==> src/pkg/pmw_pkg.sv <==
// Constants and types for the power mode and wake-up controller
package pmw_pkg;
  // Register byte offsets on the plain register port
  localparam logic [7:0] ADDR_POWER_CTRL = 8'h87;
  localparam logic [7:0] ADDR_CLOCK_SEL = 8'h8f;
  localparam logic [7:0] ADDR_WAKE_MASK = 8'h9f;
  localparam logic [7:0] ADDR_MODE_STATUS = 8'h9e;
  // Power control fields
  localparam int BIT_IDLE = 0;
  localparam int BIT_STOP = 1;
  localparam int BIT_SLEEP = 2;
  // Clock select fields
  localparam int CSEL_LO = 0;
  localparam int SETTLE_LO = 2;
  // Reset values
  localparam logic [7:0] WAKE_MASK_RST = 8'hff;
  localparam logic [1:0] SETTLE_RST = 2'h3;
  localparam logic [1:0] CSEL_RST = 2'h0;
  // Clock source codes
  localparam logic [1:0] CSRC_FAST_A = 2'h0;
  localparam logic [1:0] CSRC_SLOW = 2'h1;
  localparam logic [1:0] CSRC_FAST_B = 2'h2;
  localparam logic [1:0] CSRC_EXT = 2'h3;
  // Settling delays in slow-oscillator cycles
  localparam logic [8:0] SETTLE_8 = 9'h008;
  localparam logic [8:0] SETTLE_16 = 9'h010;
  localparam logic [8:0] SETTLE_64 = 9'h040;
  localparam logic [8:0] SETTLE_256 = 9'h100;
  // Sequencer states
  typedef enum logic [2:0] {PMW_RUN, PMW_IDLE, PMW_STOP, PMW_SLEEP, PMW_OSC_UP, PMW_REG_UP} pmw_state_e;
  // Clock and power controls toward the clock tree
  typedef struct packed {
    logic cpu_clk_en;
    logic periph_clk_en;
    logic fast_osc_en;
    logic main_reg_en;
    logic [1:0] clk_src;
    logic wdt_run;
  } pmw_ctrl_s;
endpackage

==> src/rtl/pmw_top.sv <==
// Power mode sequencer with masked edge wake-up from external lines
`timescale 1ns/1ps
// Overview of operation
// Eight-bit wake mask, bits 7..0 map irq8,7,6,4,3,2,1,0; reset all ones.
// Wake requests come from edges of enabled lines, whatever the interrupt trigger mode.
// Wake path ignores interrupt enables; unenabled waker resumes at next instruction.
// On wake, fast oscillator turns on first, system clock resumes afterwards.
// In stop or sleep only pins and unclocked sources may wake.
// Idle gates CPU clock only; other peripherals keep clock and interrupts.
// In idle, tightly coupled peripherals inaccessible, no instruction processing.
// Idle ends on pin reset, enabled external irq, or OR-merged peripheral irq.
// Idle exit vectors to waker's routine; hardware clears idle bit.
// Stop gates all system clocks and disables fast oscillator after last edge.
// Wake or reset ends stop; stop bit cleared, oscillator restarted, settings kept.
// Interrupt ending stop vectors at once; return follows stop instruction.
// Software should select fast oscillator and quiet peripherals before stop.
// Sleep disables main regulator; backup regulator and slow oscillator keep running.
// Sleep ends like stop, regulator on, settling delay on slow clock, then clock.
// System clock source: divided fast oscillator, slow oscillator or external clock.
// CPU watchdog stops counting whenever CPU clock is gated.
// Sleep and stop bits set means sleep; stop alone means stop; both auto-clear.
// Settling select codes give 8, 16, 64, 256 slow cycles; 256 at reset.
// Clock select codes 00,10 fast, 01 slow, 11 external; fast after reset.
// Wake edges latch with no running clock, released once clocks restored.
module pmw_top (
  // Clock and reset
  input wire logic clk_sys,
  input wire logic reset,
  // Register port
  input wire logic [7:0] reg_addr,
  input wire logic [7:0] reg_wdata,
  input wire logic reg_wr,
  input wire logic reg_rd,
  output logic [7:0] reg_rdata,
  // External lines ext_irq8,7,6,4,3,2,1,0 and merged peripheral irq
  input wire logic [7:0] ext_irq,
  input wire logic periph_irq,
  input wire logic reset_pin_n,
  // Slow oscillator tick, an asynchronous clock sampled here
  input wire logic slow_osc,
  input wire logic fast_osc_ready,
  // Controls and CPU signals
  output pmw_pkg::pmw_ctrl_s ctrl,
  output logic wake_pulse,
  output logic [7:0] wake_src,
  output logic cpu_halted
);
  logic [7:0] wake_source_mask_r;
  logic [1:0] clock_source_sel_r;
  logic [1:0] regulator_settle_sel_r;
  logic idle_r;
  logic stop_r;
  logic sleep_r;
  pmw_pkg::pmw_state_e state_r;
  logic [7:0] irq_s1_r;
  logic [7:0] irq_s2_r;
  logic [7:0] irq_s3_r;
  logic [7:0] wake_lat_r;
  logic pirq_s1_r;
  logic pirq_s2_r;
  logic rpin_s1_r;
  logic rpin_s2_r;
  logic slow_s1_r;
  logic slow_s2_r;
  logic slow_s3_r;
  logic osr_s1_r;
  logic osr_s2_r;
  logic [8:0] settle_cnt_r;
  logic [8:0] settle_len;
  logic slow_tick;
  logic [7:0] wake_edge;
  logic wake_any;
  logic idle_exit;
  logic clocks_back;
  logic [7:0] rd_mux;

  // Synchronisers for all pins from other domains
  always_ff @(posedge clk_sys or posedge reset)
  begin
    if (reset)
    begin
      irq_s1_r <= '0;
      irq_s2_r <= '0;
      irq_s3_r <= '0;
      pirq_s1_r <= 1'b0;
      pirq_s2_r <= 1'b0;
      rpin_s1_r <= 1'b1;
      rpin_s2_r <= 1'b1;
      slow_s1_r <= 1'b0;
      slow_s2_r <= 1'b0;
      slow_s3_r <= 1'b0;
      osr_s1_r <= 1'b0;
      osr_s2_r <= 1'b0;
    end
    else
    begin
      irq_s1_r <= ext_irq;
      irq_s2_r <= irq_s1_r;
      irq_s3_r <= irq_s2_r;
      pirq_s1_r <= periph_irq;
      pirq_s2_r <= pirq_s1_r;
      rpin_s1_r <= reset_pin_n;
      rpin_s2_r <= rpin_s1_r;
      slow_s1_r <= slow_osc;
      slow_s2_r <= slow_s1_r;
      slow_s3_r <= slow_s2_r;
      osr_s1_r <= fast_osc_ready;
      osr_s2_r <= osr_s1_r;
    end
  end

  // Rising edges of enabled lines, independent of interrupt trigger mode
  assign wake_edge = irq_s2_r & ~irq_s3_r & wake_source_mask_r;
  assign wake_any = |(wake_lat_r | wake_edge);
  assign slow_tick = slow_s2_r & ~slow_s3_r;
  assign clocks_back = (state_r == pmw_pkg::PMW_RUN);
  // Idle ends on reset pin, external line or merged peripheral irq
  assign idle_exit = (|(irq_s2_r & wake_source_mask_r)) | pirq_s2_r | ~rpin_s2_r;

  // Wake latch holds the request until clocks are restored
  always_ff @(posedge clk_sys or posedge reset)
  begin
    if (reset)
      wake_lat_r <= '0;
    else if (clocks_back)
      wake_lat_r <= '0;
    else if (state_r == pmw_pkg::PMW_STOP || state_r == pmw_pkg::PMW_SLEEP)
      wake_lat_r <= wake_lat_r | wake_edge;
  end

  // Settling length from the select code
  always_comb
  begin
    case (regulator_settle_sel_r)
      2'h0: settle_len = pmw_pkg::SETTLE_8;
      2'h1: settle_len = pmw_pkg::SETTLE_16;
      2'h2: settle_len = pmw_pkg::SETTLE_64;
      default: settle_len = pmw_pkg::SETTLE_256;
    endcase
  end

  // Mode sequencer
  always_ff @(posedge clk_sys or posedge reset)
  begin
    if (reset)
      state_r <= pmw_pkg::PMW_RUN;
    else
    begin
      case (state_r)
        pmw_pkg::PMW_RUN:
          if (stop_r && sleep_r)
            state_r <= pmw_pkg::PMW_SLEEP;
          else if (stop_r)
            state_r <= pmw_pkg::PMW_STOP;
          else if (idle_r)
            state_r <= pmw_pkg::PMW_IDLE;
        pmw_pkg::PMW_IDLE:
          if (idle_exit)
            state_r <= pmw_pkg::PMW_RUN;
        pmw_pkg::PMW_STOP:
          if (wake_any || !rpin_s2_r)
            state_r <= pmw_pkg::PMW_OSC_UP;
        pmw_pkg::PMW_SLEEP:
          if (wake_any || !rpin_s2_r)
            state_r <= pmw_pkg::PMW_REG_UP;
        pmw_pkg::PMW_REG_UP:
          if (slow_tick && settle_cnt_r + 9'h001 >= settle_len)
            state_r <= pmw_pkg::PMW_OSC_UP;
        pmw_pkg::PMW_OSC_UP:
          if (osr_s2_r)
            state_r <= pmw_pkg::PMW_RUN;
        default:
          state_r <= pmw_pkg::PMW_RUN;
      endcase
    end
  end

  // Regulator settling counter on slow oscillator ticks
  always_ff @(posedge clk_sys or posedge reset)
  begin
    if (reset)
      settle_cnt_r <= '0;
    else if (state_r != pmw_pkg::PMW_REG_UP)
      settle_cnt_r <= '0;
    else if (slow_tick)
      settle_cnt_r <= settle_cnt_r + 9'h001;
  end

  // Wake pulse and source at return to run
  always_ff @(posedge clk_sys or posedge reset)
  begin
    if (reset)
    begin
      wake_pulse <= 1'b0;
      wake_src <= '0;
    end
    else
    begin
      wake_pulse <= (state_r == pmw_pkg::PMW_OSC_UP && osr_s2_r)
        || (state_r == pmw_pkg::PMW_IDLE && idle_exit);
      if (state_r == pmw_pkg::PMW_OSC_UP && osr_s2_r)
        wake_src <= wake_lat_r;
      else if (state_r == pmw_pkg::PMW_IDLE && idle_exit)
        wake_src <= irq_s2_r & wake_source_mask_r;
    end
  end

  // Software registers; hardware exit clear wins over a write
  always_ff @(posedge clk_sys or posedge reset)
  begin
    if (reset)
    begin
      wake_source_mask_r <= pmw_pkg::WAKE_MASK_RST;
      clock_source_sel_r <= pmw_pkg::CSEL_RST;
      regulator_settle_sel_r <= pmw_pkg::SETTLE_RST;
      idle_r <= 1'b0;
      stop_r <= 1'b0;
      sleep_r <= 1'b0;
    end
    else
    begin
      if (reg_wr && reg_addr == pmw_pkg::ADDR_WAKE_MASK)
        wake_source_mask_r <= reg_wdata;
      if (reg_wr && reg_addr == pmw_pkg::ADDR_CLOCK_SEL)
      begin
        clock_source_sel_r <= reg_wdata[pmw_pkg::CSEL_LO +: 2];
        regulator_settle_sel_r <= reg_wdata[pmw_pkg::SETTLE_LO +: 2];
      end
      if (state_r == pmw_pkg::PMW_IDLE && idle_exit)
        idle_r <= 1'b0;
      else if (state_r == pmw_pkg::PMW_OSC_UP && osr_s2_r)
      begin
        stop_r <= 1'b0;
        sleep_r <= 1'b0;
      end
      else if (reg_wr && reg_addr == pmw_pkg::ADDR_POWER_CTRL && state_r == pmw_pkg::PMW_RUN)
      begin
        idle_r <= reg_wdata[pmw_pkg::BIT_IDLE];
        stop_r <= reg_wdata[pmw_pkg::BIT_STOP];
        sleep_r <= reg_wdata[pmw_pkg::BIT_SLEEP];
      end
    end
  end

  // Read mux
  always_comb
  begin
    if (reg_addr == pmw_pkg::ADDR_WAKE_MASK)
      rd_mux = wake_source_mask_r;
    else if (reg_addr == pmw_pkg::ADDR_CLOCK_SEL)
      rd_mux = {4'h0, regulator_settle_sel_r, clock_source_sel_r};
    else if (reg_addr == pmw_pkg::ADDR_POWER_CTRL)
      rd_mux = {5'h00, sleep_r, stop_r, idle_r};
    else if (reg_addr == pmw_pkg::ADDR_MODE_STATUS)
      rd_mux = {5'h00, state_r};
    else
      rd_mux = 8'h00;
  end

  // Read data one cycle after the strobe, zero otherwise
  always_ff @(posedge clk_sys or posedge reset)
  begin
    if (reset)
    begin
      reg_rdata <= '0;
    end
    else
    begin
      reg_rdata <= reg_rd ? rd_mux : 8'h00;
    end
  end

  // Clock and power controls
  always_ff @(posedge clk_sys or posedge reset)
  begin
    if (reset)
    begin
      ctrl <= '{cpu_clk_en: 1'b1, periph_clk_en: 1'b1, fast_osc_en: 1'b1, main_reg_en: 1'b1,
        clk_src: pmw_pkg::CSRC_FAST_A, wdt_run: 1'b1};
      cpu_halted <= 1'b0;
    end
    else
    begin
      ctrl.cpu_clk_en <= (state_r == pmw_pkg::PMW_RUN);
      ctrl.periph_clk_en <= (state_r == pmw_pkg::PMW_RUN) || (state_r == pmw_pkg::PMW_IDLE);
      ctrl.fast_osc_en <= (state_r != pmw_pkg::PMW_STOP) && (state_r != pmw_pkg::PMW_SLEEP)
        && (state_r != pmw_pkg::PMW_REG_UP);
      ctrl.main_reg_en <= (state_r != pmw_pkg::PMW_SLEEP);
      ctrl.clk_src <= (clock_source_sel_r == pmw_pkg::CSRC_FAST_B) ? pmw_pkg::CSRC_FAST_A
        : clock_source_sel_r;
      ctrl.wdt_run <= (state_r == pmw_pkg::PMW_RUN);
      cpu_halted <= (state_r != pmw_pkg::PMW_RUN);
    end
  end

  // Checks
  sleep_regoff_a: assert property (@(posedge clk_sys) disable iff (reset)
    state_r == pmw_pkg::PMW_SLEEP |=> !ctrl.main_reg_en)
    else $error("regulator on in sleep");
  osc_first_a: assert property (@(posedge clk_sys) disable iff (reset)
    $rose(ctrl.cpu_clk_en) |-> $past(ctrl.fast_osc_en))
    else $error("clock resumed before oscillator");
  stop_gate_a: assert property (@(posedge clk_sys) disable iff (reset)
    state_r == pmw_pkg::PMW_STOP |=> !ctrl.periph_clk_en && !ctrl.fast_osc_en)
    else $error("clocks alive in stop");
  idle_gate_a: assert property (@(posedge clk_sys) disable iff (reset)
    state_r == pmw_pkg::PMW_IDLE |=> !ctrl.cpu_clk_en && ctrl.periph_clk_en)
    else $error("idle gating wrong");
  wdt_halt_a: assert property (@(posedge clk_sys) disable iff (reset)
    !ctrl.cpu_clk_en |-> !ctrl.wdt_run)
    else $error("watchdog runs while cpu gated");
  sleep_entry_a: assert property (@(posedge clk_sys) disable iff (reset)
    state_r == pmw_pkg::PMW_RUN && stop_r && sleep_r |=> state_r == pmw_pkg::PMW_SLEEP)
    else $error("sleep not entered");
  mask_block_a: assert property (@(posedge clk_sys) disable iff (reset)
    state_r == pmw_pkg::PMW_STOP && !(|wake_lat_r) && !(|wake_edge) && rpin_s2_r
    |=> state_r == pmw_pkg::PMW_STOP)
    else $error("stop left without wake");
  bits_clear_a: assert property (@(posedge clk_sys) disable iff (reset)
    state_r == pmw_pkg::PMW_OSC_UP && osr_s2_r |=> !stop_r && !sleep_r && wake_pulse)
    else $error("stop bits not cleared");
  csel_map_a: assert property (@(posedge clk_sys) disable iff (reset)
    clock_source_sel_r == pmw_pkg::CSRC_FAST_B |=> ctrl.clk_src == pmw_pkg::CSRC_FAST_A)
    else $error("clock select map wrong");
  cov_idle_c: cover property (@(posedge clk_sys) state_r == pmw_pkg::PMW_IDLE ##1 state_r == pmw_pkg::PMW_RUN);
  cov_stop_c: cover property (@(posedge clk_sys) state_r == pmw_pkg::PMW_STOP ##1 state_r == pmw_pkg::PMW_OSC_UP);
  cov_sleep_c: cover property (@(posedge clk_sys) state_r == pmw_pkg::PMW_REG_UP ##1 state_r == pmw_pkg::PMW_OSC_UP);
endmodule

==> config.mk <==
export PLATFORM = sky130hd
export DESIGN_NAME = pmw_top
export DESIGN_NICKNAME = d
export VERILOG_FILES = /design/src/pkg/pmw_pkg.sv /design/src/rtl/pmw_top.sv
export SDC_FILE = /design/constraint.sdc
export NUM_CORES = 1
export LEC_CHECK = 0
export BUFFER_PORTS_ARGS = -buffer_cell sky130_fd_sc_hd__buf_4
export CAP_MARGIN = 20
export CORE_ASPECT_RATIO = 1.5
export CORE_MARGIN = 5
export CORE_UTILIZATION = 53
export CTS_BUF_LIST = sky130_fd_sc_hd__clkbuf_8
export CTS_CLUSTER_DIAMETER = 200
export CTS_CLUSTER_SIZE = 8
export DETAILED_ROUTE_END_ITERATION = 6
export GPL_ROUTABILITY_DRIVEN = 0
export PLACE_DENSITY = 0.78
export SKIP_LAST_GASP = 1
export SYNTH_ARGS = -nofsm -noshare
export SYNTH_HDL_FRONTEND = slang
export SYNTH_SLANG_ARGS = --single-unit
==> constraint.sdc <==
create_clock -name clk_sys -period 2.7 [get_ports clk_sys]
set_input_delay 0.405 -clock clk_sys [delete_from_list [all_inputs] [get_ports clk_sys]]
set_output_delay 0.405 -clock clk_sys [all_outputs]
set_load 0.005 [all_outputs]
==> metrics.md <==
| Metric | Value |
|---|---|
| Status | finished, final reports clean |
| Initial Util | 54.7% |
| Worst R2R Setup Slack | 350 ps |
| Row Count | 37 |
| Commonest cells in the netlist | dfrtp_1, nor2_1, nand2_1 |
| Antenna-violating nets left | 0 |
| Slowest stage cell, crit path | dfrtp_1 |
| Fmax | 0.426 GHz |
| Crit path top cell by count | ha_1 |
| Leak Pwr | 2.11 nW |
| Slew Limit Fails | 0 |
| H-tree depth | 3 |
| Post-CTS Setup Bufs | 0 |
| Placed cell areas | 4290 µm² |
| GRT met1 Usage | 20.5% |
| I/O pin count | 57 |
| DRC Markers | 0 |
| Final WL | 7.72 mm |
| Final worst-path setup slack | 354 ps |
| Synth warnings | 0 |
| FF+latch count, synth | 92 |
| Post-CTS Hold Buffers | 1 |
| Synth top area share | 50.1% |
| Initial antenna violation count | 0 |
| CTS resizes | 0 |
| Critical path peak fanout | 4 |
| Power, Total | 3.05 mW |
| Vias in the first global route | 2736 |
| Synthesized area per cell | 12.0 µm² |
| DR vias | 2595 |
| Critical Path RT | 2950 ps |
| Detailed Place HPWL | 5.61 mm |
| Clock slew at the register clock pins of the worst setup and hold paths | 80 ps |
| Largest net degree at the start of global routing | 58 |
| Worst Skew | 7.32 ps |
| Share of cells above drive strength 1 | 27.7% |
| CTS tree | done |
| Total clock sinks | 92 |
| Crit Path Class | register to register |
| Setup WS pre-CTS | 388 ps |
| Design Area, Final | 4490 µm² |
| Maximum vdd drop | 0.496 mV |
| Commonest register cell after synthesis | dfrtp_1 |
| Post-synthesis cell area | 3800 µm² |
| Total GRT Usage | 18.7% |
| Cts bufs inserted | 9 |
| Post-Syn Nets | 353 |
| CP Launch Type | register |
| RSZ-0062 raised after global routing | false |
| Most Crowded Layer GR | met2 |
| Slew HR | 59.0% |
| Sequential area share after synthesis | 61.2% |
| Critical path, cell by cell | ha_1, and3_2, and3_1, nand3_1, xnor2_1, ha_1, o32ai_1, a311o_1, mux2_4 |
| HP Class | input pin to register |
| Final setup viols | 0 |
| Cell type with the largest total area after synthesis | dfrtp_1 |
| First-pass GRT wire length | 12.7 mm |
| Cell area power density | 679 nW/µm² |
| Routed len/inst | 16.9 µm |
| Part of the cycle the worst path needs | 86.9% |
| Setup TNS | 0 ps |
| Routing usage on met2 | 31.6% |
| Distinct cells, synth | 53 |
| Final nets | 411 |
| Core ar. | 6940 µm² |
| Post-synthesis async set-or-reset flop share | 100% |
| WP data arrival | 2600 ps |
| Most instantiated library cell after synthesis | dfrtp_1 |
| Via density | 5.68 |
| Tmin final | 2350 ps |
| Die height | 114 µm |
| Die Wd | 79.1 µm |
| # diodes | 0 |
| Fillers | 548 |
| DR pass1 iterations | 4 |
| Detailed Route Iter0 Violations | 122 |
| Post-Syn Instances | 316 |
| EDFF count, synth | 0 |
| Final Hold Viols | 0 |
| Worst path max stage delay | 420 ps |
| Buffers on Ports | 56 |
| Synth top area cells | dfrtp_1, dfstp_2, mux2_1, a21oi_1, o21ai_0 |
| Die Area | 8990 µm² |
| Layout area overhead | 18.2% |
| Met3 Use GR | 5.13% |
| CP endpoint kind | register |
| Max-Cap Viols | 0 |
| Root Buffer | clkbuf_8 |
| Longest Clk Path Bufs | 2 |
| Worst Tran Pin Value | 615 ps |
| GRT overflow | 0 |
| Clk_lat worst skew | 360 ps |
-- final timing paths --
kind,from,end,depth (start not counted)
min,ext_irq[4],irq_s1_r[4],1
min in group asynchronous,reset,irq_s2_r[4],3
max,settle_cnt_r[0],state_r[0],9
min reg2reg,irq_s1_r[2],irq_s2_r[2],0
max in group asynchronous,reset,ctrl[0],4
max reg2reg,settle_cnt_r[0],state_r[0],9
-- layout by cell type, fill, tap and decap left out, types with 2 or more instances in the layout --
cell type / n
a21o_1: 3
a21oi_1: 17
a22o_1: 3
a22oi_1: 7
a32oi_1: 4
and2_1: 6
and3_1: 8
and3b_1: 5
buf_4: 59
clkbuf_8: 10
dfrtp_1: 76
dfstp_2: 16
ha_1: 5
inv_1: 9
mux2_1: 8
mux2_2: 5
mux2i_1: 5
nand2_1: 20
nand2b_1: 9
nand3_1: 7
nand3b_1: 2
nand4_1: 3
nor2_1: 22
nor2b_1: 4
nor3_1: 4
nor4_1: 3
o21a_1: 2
o21ai_0: 17
o21ai_1: 2
or3_1: 4
xnor2_1: 5
xor2_1: 4
-- power breakdown --
part | switching (mW) | total (mW) | leakage [nW] | internal [mW]
registers | 0.123 | 1.62 | 1.15 | 1.50
logic | 0.275 | 0.545 | 0.853 | 0.270
clock network | 0.440 | 0.878 | 0.111 | 0.438
total | 0.838 | 3.05 | 2.11 | 2.21
-- flip-flops by register name (all words and copies together) (netlist names), 2 cells and up --
name / count
regulator_settle_sel_r: 2
wake_src: 8
irq_s3_r: 8
wake_source_mask_r: 8
state_r: 3
wake_lat_r: 8
reg_rdata: 8
clock_source_sel_r: 2
irq_s2_r: 8
irq_s1_r: 8
ctrl: 6
settle_cnt_r: 9
-- cell families (layout without fill, tap and decap cells) --
group                    count (synthesis)  in the layout  synth area share (%)
XOR/XNOR                                 9              9                  2.08
buffers and inverters                   20             83                  2.67
AND/OR/NAND/NOR                        108            108                  16.0
multiplexers                            19             19                  5.57
adder cells (fa/ha/maj)                  5              5                  1.65
AO/OA/AOI/OAI                           63             63                  10.8
flip-flops                              92             92                  61.2
-- per-stage QoR --
stage / hold WS, ps / util, % / instances
after floorplan: 331 / - / 316
after global placement: 332 / 61.7 / 440
after detailed placement: 335 / 61.7 / 440
after CTS: 119 / 64.6 / 457
after global routing: 112 / 64.6 / 457
final: 139 / 64.6 / 457
-- worst max-delay path, delay by kind of cell (launching register included) --
kind,cells,cell delay (ps)
fa+ha+maj,2,510
simple gates,3,480
compound gates,2,440
flops,1,420
mux,1,260
xor+xnor,1,150
-- final cells by class --
class	instances	area (µm²)	share of cell area (%)
Timing Repair Buffer	61	473	10.5
Multi-Input combinational cell	204	1380	30.7
Inverter	6	26.3	0.586
Clock inverter	6	50.0	1.12
Clock buffer	10	138	3.07
Tap cell	78	97.6	2.18
Sequential cell	92	2320	51.8
-- per-layer routing --
metal  vias to the layer above  wire [µm]  share of wire (%)
li1                       1236          -                  -
met3                        23        358                4.6
met4                         0        330                4.3
met5                         -          0                  0
met2                        60       4140                 54
met1                      1276       2900                 37
(Power assumes the default switching activity.)
